`config.mk`:
```
export PLATFORM = sky130hd
export DESIGN_NAME = resp_ctrl
export DESIGN_NICKNAME = d
export VERILOG_FILES = /design/src/core/resp_pkg.sv /design/src/core/carrier_if.sv /design/src/core/resp_ctrl.sv /design/src/core/carrier_gen.sv
export SDC_FILE = /design/constraint.sdc
export NUM_CORES = 1
export LEC_CHECK = 0
export BUFFER_PORTS_ARGS = -buffer_cell sky130_fd_sc_hd__buf_2
export CAP_MARGIN = 10
export CORE_ASPECT_RATIO = 1.25
export CORE_MARGIN = 3
export CORE_UTILIZATION = 52
export CTS_BUF_LIST = sky130_fd_sc_hd__clkbuf_16
export CTS_CLUSTER_SIZE = 25
export DETAILED_ROUTE_END_ITERATION = 7
export PLACE_DENSITY = 0.91
export SLEW_MARGIN = 20
export SYNTH_ARGS = -nofsm -noshare
export SYNTH_HDL_FRONTEND = slang
export SYNTH_SLANG_ARGS = --single-unit
```
`constraint.sdc`:
```
create_clock -name clock -period 3.23 [get_ports clock]
set_input_delay 0.646 -clock clock [delete_from_list [all_inputs] [get_ports clock]]
set_output_delay 0.646 -clock clock [all_outputs]
set_load 0.01 [all_outputs]
```
`src/core/resp_pkg.sv`:
```
// Operation
// - Bit 16 set makes the pin waveform periodic every cycle, else every N.
// - Bit 15 set drives the carrier DAC MSB onto the general pin.
// - The sync signal has constant period only when bit 16 is set.
// - Bit 14 set bypasses the on-chip amplifier straight to the converter.
// - Bit 13 picks drive pair: clear is left leg/right arm, set left arm.
// - External capacitors force the right-arm drive output regardless of bit 13.
// - Bit 12 picks capacitors: clear internal, set external.
// - Gain field gives code plus one, saturating at ten.
// - Bit 7 picks external input pair, only on external path; right arm auto.
// - Lead field selects Lead I, II, III or the external path.
// - Amplitude field gives one eighth, quarter, half or full tone.
// - Frequency field selects carrier frequency together with bit 16.
// - Codes give 56/54/52/50 kHz, or 64/56.9/51.2/46.5 kHz periodic.
// - Bit 0 enables respiration measurement, off by default.
package resp_pkg;
	// Register map; the control register index is scaled by four on APB.
	localparam int unsigned ADDR_W = 8;
	localparam logic [7:0] CTRL_INDEX = 8'h03;
	localparam logic [7:0] STATUS_INDEX = 8'h10;
	localparam logic [7:0] CTRL_ADDR = 8'(CTRL_INDEX * 4);
	localparam logic [7:0] STATUS_ADDR = 8'(STATUS_INDEX * 4);
	localparam int unsigned CTRL_W = 24;
	localparam int unsigned CTRL_USED = 17;
	localparam logic [23:0] CTRL_RESET = 24'h000000;
	localparam logic [23:0] CTRL_MASK = 24'h01FFFF;

	// Field positions of the control register.
	localparam int unsigned B_PERIODIC = 16;
	localparam int unsigned B_SYNC = 15;
	localparam int unsigned B_BYPASS = 14;
	localparam int unsigned B_OUTPAIR = 13;
	localparam int unsigned B_CAP = 12;
	localparam int unsigned B_GAIN = 8;
	localparam int unsigned B_EXTSEL = 7;
	localparam int unsigned B_LEAD = 5;
	localparam int unsigned B_AMP = 3;
	localparam int unsigned B_FREQ = 1;
	localparam int unsigned B_ENABLE = 0;

	// Gain saturation.
	localparam logic [3:0] GAIN_MAX_CODE = 4'h9;
	localparam logic [3:0] GAIN_SAT = 4'hA;
	localparam logic [3:0] GAIN_STEP = 4'h1;

	// Measurement source selection.
	typedef enum logic [1:0] {
		LEAD_I = 2'b00,
		LEAD_II = 2'b01,
		LEAD_III = 2'b10,
		LEAD_EXT = 2'b11
	} lead_t;

	// Carrier frequencies in Hz, plain and every-cycle periodic.
	localparam longint CLK_HZ = 10000000;
	localparam longint F_N0 = 56000;
	localparam longint F_N1 = 54000;
	localparam longint F_N2 = 52000;
	localparam longint F_N3 = 50000;
	localparam longint F_P0 = 64000;
	localparam longint F_P1 = 56900;
	localparam longint F_P2 = 51200;
	localparam longint F_P3 = 46500;
	localparam longint PHASE_ONE = 65536;

	// Phase steps for the fractional (every N cycles) generator.
	localparam logic [15:0] STEP_0 = 16'(F_N0 * PHASE_ONE / CLK_HZ);
	localparam logic [15:0] STEP_1 = 16'(F_N1 * PHASE_ONE / CLK_HZ);
	localparam logic [15:0] STEP_2 = 16'(F_N2 * PHASE_ONE / CLK_HZ);
	localparam logic [15:0] STEP_3 = 16'(F_N3 * PHASE_ONE / CLK_HZ);

	// Whole periods in clock cycles for the every-cycle generator.
	localparam logic [7:0] PER_0 = 8'((CLK_HZ + F_P0 / 2) / F_P0);
	localparam logic [7:0] PER_1 = 8'((CLK_HZ + F_P1 / 2) / F_P1);
	localparam logic [7:0] PER_2 = 8'((CLK_HZ + F_P2 / 2) / F_P2);
	localparam logic [7:0] PER_3 = 8'((CLK_HZ + F_P3 / 2) / F_P3);

	// Status register layout.
	localparam int unsigned S_GAIN = 0;
	localparam int unsigned S_DRV_LL = 4;
	localparam int unsigned S_DRV_RA = 5;
	localparam int unsigned S_DRV_LA = 6;
	localparam int unsigned S_EXT_LL = 7;
	localparam int unsigned S_EXT_RA = 8;
	localparam int unsigned S_EXT_LA = 9;
	localparam int unsigned S_DAC_MSB = 10;
	localparam int unsigned S_CONST = 11;
endpackage

```
`src/core/carrier_if.sv`:
```
// Carrier generator controls and the DAC most significant bit.
interface carrier_if;
	logic enable;
	logic every_cycle;
	logic [1:0] freq_sel;
	logic dac_msb;

	modport gen (input enable, input every_cycle, input freq_sel,
		output dac_msb);
	modport ctl (output enable, output every_cycle, output freq_sel,
		input dac_msb);
endinterface

```
`src/core/resp_ctrl.sv`:
```
// Decided for this implementation: the APB register port and the address map.
module resp_ctrl
	import resp_pkg::*;
(
	input wire logic clock,
	input wire logic rst,
	input wire logic psel,
	input wire logic penable,
	input wire logic pwrite,
	input wire logic [resp_pkg::ADDR_W-1:0] paddr,
	input wire logic [31:0] pwdata,
	output logic pready,
	output logic [31:0] prdata,
	output logic pslverr,
	input wire logic gpio_func_o,
	input wire logic gpio_func_oe,
	output logic general_pin_three_o,
	output logic general_pin_three_oe,
	output logic respiration_enable,
	output logic ext_amp_bypass,
	output logic ext_capacitor_sel,
	output logic [3:0] gain_mult,
	output resp_pkg::lead_t measure_lead_sel,
	output logic ext_in_right_arm,
	output logic ext_in_left_arm,
	output logic ext_in_left_leg,
	output logic drive_out_left_leg,
	output logic drive_out_right_arm,
	output logic drive_out_left_arm,
	output logic [1:0] tone_amplitude_sel,
	output logic [1:0] carrier_freq_sel,
	output logic every_cycle_periodic,
	output logic sync_constant_period
);
	import resp_pkg::*;

	logic [CTRL_W-1:0] ctrl_q;
	logic [CTRL_W-1:0] ctrl_d;
	logic [31:0] prdata_q;
	logic [31:0] prdata_d;
	logic [31:0] status;
	logic setup;
	logic access;
	logic hit_ctrl;
	logic hit_status;
	logic en_bit;
	logic cap_bit;
	logic [3:0] gain_code;
	lead_t lead_code;
	logic ext_path;
	logic [3:0] gain_q;
	logic [3:0] gain_d;
	lead_t lead_q;
	logic [2:0] drv_q;
	logic [2:0] drv_d;
	logic [2:0] ext_q;
	logic [2:0] ext_d;
	logic [5:0] misc_q;
	logic [5:0] misc_d;
	logic [1:0] pin_q;
	logic [1:0] pin_d;

	carrier_if carrier ();

	// Address decode and phase flags of the APB slave.
	assign setup = psel && !penable;
	assign access = psel && penable;
	assign hit_ctrl = (paddr == CTRL_ADDR);
	assign hit_status = (paddr == STATUS_ADDR);
	assign pready = 1'b1;
	assign pslverr = access && !hit_ctrl && !hit_status;
	assign prdata = prdata_q;

	// Field views of the control register.
	assign en_bit = ctrl_q[B_ENABLE];
	assign cap_bit = ctrl_q[B_CAP];
	assign gain_code = ctrl_q[B_GAIN +: 4];
	assign lead_code = lead_t'(ctrl_q[B_LEAD +: 2]);
	assign ext_path = (lead_code == LEAD_EXT);

	// Write path; unused upper bits are dropped so they read as zero.
	always_comb
	begin
		ctrl_d = ctrl_q;
		if (access && pwrite && hit_ctrl)
			ctrl_d = pwdata[CTRL_W-1:0] & CTRL_MASK;
	end

	// Status word built from the block's own decoded state.
	always_comb
	begin
		status = 32'h00000000;
		status[S_GAIN +: 4] = gain_q;
		status[S_DRV_LL] = drv_q[0];
		status[S_DRV_RA] = drv_q[1];
		status[S_DRV_LA] = drv_q[2];
		status[S_EXT_LL] = ext_q[0];
		status[S_EXT_RA] = ext_q[1];
		status[S_EXT_LA] = ext_q[2];
		status[S_DAC_MSB] = carrier.dac_msb;
		status[S_CONST] = misc_q[5];
	end

	// Read data is captured in the setup phase and held for the access.
	always_comb
	begin
		prdata_d = prdata_q;
		if (setup)
		begin
			if (!pwrite && hit_ctrl)
				prdata_d = {8'h00, ctrl_q & CTRL_MASK};
			else if (!pwrite && hit_status)
				prdata_d = status;
			else
				prdata_d = 32'h00000000;
		end
	end

	// Bus-facing registers.
	always_ff @(posedge clock)
	begin
		if (rst)
		begin
			ctrl_q <= CTRL_RESET;
			prdata_q <= 32'h00000000;
		end
		else
		begin
			ctrl_q <= ctrl_d;
			prdata_q <= prdata_d;
		end
	end

	// Carrier generator fed from the frequency and periodicity fields.
	assign carrier.enable = en_bit;
	assign carrier.every_cycle = ctrl_q[B_PERIODIC];
	assign carrier.freq_sel = ctrl_q[B_FREQ +: 2];

	carrier_gen u_gen (
		.clock(clock),
		.rst(rst),
		.c(carrier.gen)
	);

	// Decode the fields into the analog front-end controls.
	always_comb
	begin
		if (gain_code > GAIN_MAX_CODE)
			gain_d = GAIN_SAT;
		else
			gain_d = gain_code + GAIN_STEP;
		drv_d = 3'b000;
		if (en_bit && cap_bit)
			drv_d = 3'b010;
		else if (en_bit && ctrl_q[B_OUTPAIR])
			drv_d = 3'b110;
		else if (en_bit)
			drv_d = 3'b011;
		ext_d = 3'b000;
		if (ext_path)
		begin
			ext_d[1] = 1'b1;
			ext_d[2] = ctrl_q[B_EXTSEL];
			ext_d[0] = !ctrl_q[B_EXTSEL];
		end
		misc_d[0] = en_bit;
		misc_d[1] = ctrl_q[B_BYPASS];
		misc_d[2] = cap_bit;
		misc_d[3] = ctrl_q[B_PERIODIC];
		misc_d[4] = ctrl_q[B_SYNC];
		misc_d[5] = ctrl_q[B_SYNC] && ctrl_q[B_PERIODIC];
	end

	// General pin: carrier MSB when sync is on, else its normal function.
	always_comb
	begin
		if (ctrl_q[B_SYNC])
			pin_d = {1'b1, carrier.dac_msb};
		else
			pin_d = {gpio_func_oe, gpio_func_o};
	end

	// Registered controls toward the analog section and the pin.
	always_ff @(posedge clock)
	begin
		if (rst)
		begin
			gain_q <= GAIN_STEP;
			lead_q <= LEAD_I;
			drv_q <= 3'b000;
			ext_q <= 3'b000;
			misc_q <= 6'h00;
			pin_q <= 2'b00;
		end
		else
		begin
			gain_q <= gain_d;
			lead_q <= lead_code;
			drv_q <= drv_d;
			ext_q <= ext_d;
			misc_q <= misc_d;
			pin_q <= pin_d;
		end
	end

	// Output assignments; amplitude and frequency codes pass unchanged.
	assign gain_mult = gain_q;
	assign measure_lead_sel = lead_q;
	assign drive_out_left_leg = drv_q[0];
	assign drive_out_right_arm = drv_q[1];
	assign drive_out_left_arm = drv_q[2];
	assign ext_in_left_leg = ext_q[0];
	assign ext_in_right_arm = ext_q[1];
	assign ext_in_left_arm = ext_q[2];
	assign respiration_enable = misc_q[0];
	assign ext_amp_bypass = misc_q[1];
	assign ext_capacitor_sel = misc_q[2];
	assign every_cycle_periodic = misc_q[3];
	assign sync_constant_period = misc_q[5];
	assign tone_amplitude_sel = ctrl_q[B_AMP +: 2];
	assign carrier_freq_sel = ctrl_q[B_FREQ +: 2];
	assign general_pin_three_o = pin_q[0];
	assign general_pin_three_oe = pin_q[1];

	// Gain saturates at ten for codes above nine.
	property p_gain_sat;
		@(posedge clock) disable iff (rst)
		(gain_code > GAIN_MAX_CODE) |=> (gain_mult == GAIN_SAT);
	endproperty
	a_gain_sat: assert property (p_gain_sat)
		else $error("gain did not saturate");

	// Gain follows code plus one below saturation.
	property p_gain_lin;
		@(posedge clock) disable iff (rst)
		(gain_code <= GAIN_MAX_CODE) |=>
			(gain_mult == $past(gain_code) + GAIN_STEP);
	endproperty
	a_gain_lin: assert property (p_gain_lin)
		else $error("gain not code plus one");

	// With sync on, the pin is driven with the carrier MSB.
	property p_pin_sync;
		@(posedge clock) disable iff (rst)
		ctrl_q[B_SYNC] |=> (general_pin_three_oe &&
			general_pin_three_o == $past(carrier.dac_msb));
	endproperty
	a_pin_sync: assert property (p_pin_sync)
		else $error("pin does not carry carrier msb");

	// With sync off, the pin keeps its normal function.
	property p_pin_gpio;
		@(posedge clock) disable iff (rst)
		!ctrl_q[B_SYNC] |=> (general_pin_three_o == $past(gpio_func_o) &&
			general_pin_three_oe == $past(gpio_func_oe));
	endproperty
	a_pin_gpio: assert property (p_pin_gpio)
		else $error("pin lost its normal function");

	// External capacitors force the right-arm drive alone.
	property p_cap_ra;
		@(posedge clock) disable iff (rst)
		(en_bit && cap_bit) |=> (drive_out_right_arm &&
			!drive_out_left_leg && !drive_out_left_arm);
	endproperty
	a_cap_ra: assert property (p_cap_ra)
		else $error("capacitor option did not force right arm");

	// Output pair selection with internal capacitors.
	property p_out_pair;
		@(posedge clock) disable iff (rst)
		(en_bit && !cap_bit) |=> (drive_out_right_arm &&
			drive_out_left_arm == $past(ctrl_q[B_OUTPAIR]) &&
			drive_out_left_leg != $past(ctrl_q[B_OUTPAIR]));
	endproperty
	a_out_pair: assert property (p_out_pair)
		else $error("wrong drive output pair");

	// External input pair applies only on the external path.
	property p_ext_in;
		@(posedge clock) disable iff (rst)
		ext_path |=> (ext_in_right_arm &&
			ext_in_left_arm == $past(ctrl_q[B_EXTSEL]) &&
			ext_in_left_leg == !$past(ctrl_q[B_EXTSEL]));
	endproperty
	a_ext_in: assert property (p_ext_in)
		else $error("wrong external input pair");

	// Lead selections other than external leave external inputs off.
	property p_ext_off;
		@(posedge clock) disable iff (rst)
		!ext_path |=> !(ext_in_right_arm || ext_in_left_arm ||
			ext_in_left_leg) && (measure_lead_sel == $past(lead_code));
	endproperty
	a_ext_off: assert property (p_ext_off)
		else $error("external inputs on outside external path");

	// Bypass and constant-period flags follow their bits.
	property p_bypass;
		@(posedge clock) disable iff (rst)
		1'b1 |=> (ext_amp_bypass == $past(ctrl_q[B_BYPASS]) &&
			sync_constant_period == $past(ctrl_q[B_SYNC] &&
			ctrl_q[B_PERIODIC]));
	endproperty
	a_bypass: assert property (p_bypass)
		else $error("bypass or period flag mismatch");

	// Disabled measurement stops the carrier and drive outputs.
	property p_disable;
		@(posedge clock) disable iff (rst)
		!en_bit |=> (!carrier.dac_msb && !drive_out_right_arm);
	endproperty
	a_disable: assert property (p_disable)
		else $error("carrier runs while disabled");

	// Readback of the control register shows zero in the unused bits.
	property p_readback;
		@(posedge clock) disable iff (rst)
		(access && !pwrite && hit_ctrl) |-> (prdata[31:17] == 15'h0000);
	endproperty
	a_readback: assert property (p_readback)
		else $error("unused bits read non-zero");
endmodule

```
`src/core/carrier_gen.sv`:
```
module carrier_gen
	import resp_pkg::*;
(
	input wire logic clock,
	input wire logic rst,
	carrier_if.gen c
);
	logic [15:0] phase_q;
	logic [15:0] phase_d;
	logic [7:0] count_q;
	logic [7:0] count_d;
	logic msb_q;
	logic msb_d;
	logic [15:0] step;
	logic [7:0] period;

	// Periodic mode counts whole cycles; otherwise a fractional phase
	// accumulator gives the mean rate to within one truncated phase step, with a jittering period.
	always_comb
	begin
		// Fractional steps give the plain rates of the frequency codes.
		case (c.freq_sel)
			2'b00: step = STEP_0;
			2'b01: step = STEP_1;
			2'b10: step = STEP_2;
			default: step = STEP_3;
		endcase
		// Whole periods give the every-cycle rates of the same codes.
		case (c.freq_sel)
			2'b00: period = PER_0;
			2'b01: period = PER_1;
			2'b10: period = PER_2;
			default: period = PER_3;
		endcase
		phase_d = 16'h0000;
		count_d = 8'h00;
		msb_d = 1'b0;
		if (c.enable && c.every_cycle)
		begin
			count_d = (count_q >= period - 8'h01) ? 8'h00 : count_q + 8'h01;
			msb_d = (count_d < {1'b0, period[7:1]});
		end
		else if (c.enable)
		begin
			phase_d = phase_q + step;
			msb_d = phase_d[15];
		end
	end

	// Generator state registers.
	always_ff @(posedge clock)
	begin
		if (rst)
		begin
			phase_q <= 16'h0000;
			count_q <= 8'h00;
			msb_q <= 1'b0;
		end
		else
		begin
			phase_q <= phase_d;
			count_q <= count_d;
			msb_q <= msb_d;
		end
	end

	assign c.dac_msb = msb_q;
endmodule

```
==> results.toml <==
[sta]
max_slew_margin_pct = 58.36
fin_crit_sh_pct = 92.54
rsz0062_at_grt = "false"
worst_slew_pin_slew_ps = 624.6
tns_ps = 0
hold_viol_final = 0
skew_ps = 4.540
fmax_mhz = 334.5
slew_viol_final = 0
post-route-min-period_ps = 2989
setup_viol = 0

[final_layout]
nFillCells = 518
multiInputGateArea_sq_um = 1977
final_layout_size_suffix_gt1_share_pct = 21.82
diodes = 0
fin_nets = 566
seqCellArea_sq_um = 1562
syn2layout_area_growth_pct = 17.91
fin_cells = 585
design_area_sq_um = 4448

[global_routing]
grt_max_degree = 27
grt_overflow = 0
grt_pass1_vias = 3169
grtUsageTotal_pct = 22.33
grt_pass1_wl_um = 14260
antenna_found_initial = 0

[floorplan]
die_area_sq_um = 8319
initial_core_util_pct = 53.74
fp.dieH_um = 101.2
rows = 34
coreArea_sq_um = 7019
fp.dieW_um = 82.18
io_pins = 104

[logic_synthesis]
synthTopCellsByArea = "dfxtp_1 41%, ha_1 9.3%, nor2_1 6.0%"
synth_flop_cell = "dfxtp_1"
yosysWarnings = 0
ys_ff_latch = 78
syn_inst = 417
synth_area_sq_um = 3772
yosysMostFrequentCell = "dfxtp_1"
yosys.cell_types.count = 53
yosysTopAreaCellShare_pct = 41.39
syn_area_per_cell_sq_um = 9.046
synth_top_area_cell = "dfxtp_1"
synth_commonest_cells = "78 x dfxtp_1, 60 x nor2_1, 28 x ha_1, 28 x nand2_1, 26 x a21oi_1"
synth-edff-count = 0
async_reset_ff_share_pct = 0
yosysSeqAreaShare_pct = 41.39

[cts]
cts_tree = "done"
postCtsSetupRepairBufs = 0
cts_hold_buf = 0
cts_resized = 0
cts.path.max_buffers = 2
numCtsBuffers = 9
cts_root_buf = "clkbuf_16"
clock-sinks = 78
clock_latency_ps = 340
cts.htree.levels = 3
path_clk_slew_ps = 60

[route]
drcViolationCount = 0
routed_wl_um = 8945
drt_pass1_iterations = 4
ant_nets = 0
vias = 3223
wire_per_inst_um = 15.29
dr.first_iter.drc_count = 167
via_per_inst = 5.509

[flow_run]
maxCapViolations = 0

[worst_setup_path]
crit_chain = "inv_1, ha_1, inv_1, ha_1, inv_1, ha_1, nand2_1, o211ai_1, buf_4, nor2_1, ha_1, or4_1, a21oi_1, o311ai_0, o211ai_2"
crit_top_cell = "ha_1"
end_kind = "register"
cp_num_buf_inv = 4
setup.worst_path.start = "ctrl_q[1]"
slowest_delay_ps = 520
setup.worst_path.class = "register to register"
r2r_cells = 15
slowest_stage = "or4_1"
r2r_start = "ctrl_q[1]"
crit_path_start_kind = "register"
worst-path-stages = 15
path_delay_family = "adder cells"
crit_required_ps = 3500
critPathArrivalTime_ps = 3260
crit_path_max_fanout = 7
reg2reg_setup_slack_ps = 240

[pwr]
p_leak_nw = 1.970
p_per_area_nw_per_um2 = 447.7
irDropWorstVdd_mv = 0.3653

[status]
outcome = "complete, no violations"

[place]
dp_hpwl_um = 6431
gp_congestion = 0.8857
dp.cells = 567
portBuffers = 72
placed_area_sq_um = 4146

[worst_hold_path]
min_from = "prdata[10]"
min_path_cells = 2
min-delay-path-class = "register to register"
-- cells by family after synthesis --
kind of cell | after synthesis | synth area share, %
AOI/OAI and AO/OA | 70 | 12.77
and+or+nand+nor | 152 | 19.87
other | 2 | 0.1991
xor gates and xnor gates | 14 | 3.250
adders and majority gates | 29 | 9.818
muxes | 18 | 4.776
buffers and inverters | 54 | 7.927
DFF | 78 | 41.39
-- where the power goes --
group	internal, mW	total, mW	switching (mW)
Combinational	0.0233	0.0672	0.0439
Sequential	0.963	0.964	0.000619
Clock	0.536	0.960	0.425
Total	1.52	1.99	0.469
-- metal layers --
metal,vias to the layer above,share of wire [%],track usage (%)
met2,129,53,40.74
met1,1526,38,23.18
met3,27,5.7,4.270
li1,1541,-,-
met5,-,0,0
met4,0,3.2,12.79
-- final timing paths --
path,end
worst max-delay path,u_gen.c.dac_msb
worst min-delay path,prdata[10]
worst max register to register,u_gen.c.dac_msb
worst min register to register,prdata[10]
-- worst reg2reg max path, cell delays in order, from the launching register on --
cell and delay, ps:
dfxtp_1 340, inv_1 130, ha_1 220, inv_1 80, ha_1 270, inv_1 50
ha_1 270, nand2_1 50, o211ai_1 170, buf_4 170, nor2_1 50, ha_1 200
or4_1 520, a21oi_1 120, o311ai_0 170, o211ai_2 100
-- per-stage QoR --
stage / hold WS [ps] / worst slack (ps) / power [mW] / util, %
floorplan: 427.1 / 373.9 / 1.033 / -
global placement: 440.0 / 240.0 / 1.049 / 59.07
detailed placement: 447.9 / 165.5 / 1.051 / 59.07
CTS: 456.1 / 93.48 / 2.003 / 63.16
global route: 478.9 / 58.05 / 2.046 / 63.37
finish: 454.2 / 240.8 / 1.991 / 63.37
-- state kept, by name, summed over array words and instances, names as in the netlist --
name              count
gain_mult             4
ctrl_q               17
misc_q                5
u_gen.phase_q        16
prdata               17
u_gen.count_q         8
drv_q                 3
pin_q                 2
measure_lead_sel      2
u_gen.c.dac_msb       1
ext_q                 3
-- placed cells by master, fill, tap and decap left out, types with 9 or more instances in the layout --
cell,synthesis,routed
buf_4,21,11
a22o_1,12,12
mux2i_1,18,18
a21oi_1,26,26
nand2_1,28,28
conb_1,2,17
ha_1,28,28
nor2_1,60,60
inv_1,18,18
clkbuf_16,0,9
buf_2,4,72
dfxtp_1,78,78
nand3_1,20,20
xnor2_1,10,10
-- cell type report --
type | instances | area share, %
Inverter | 18 | 1.519
Clock inverter | 7 | 1.378
Timing Repair Buffer | 83 | 9.958
Clock buffer | 9 | 5.063
Tap cell | 90 | 2.532
Sequential cell | 78 | 35.11
Multi-Input combinational cell | 300 | 44.44
Note: power is estimated with default switching activity, not from simulation.
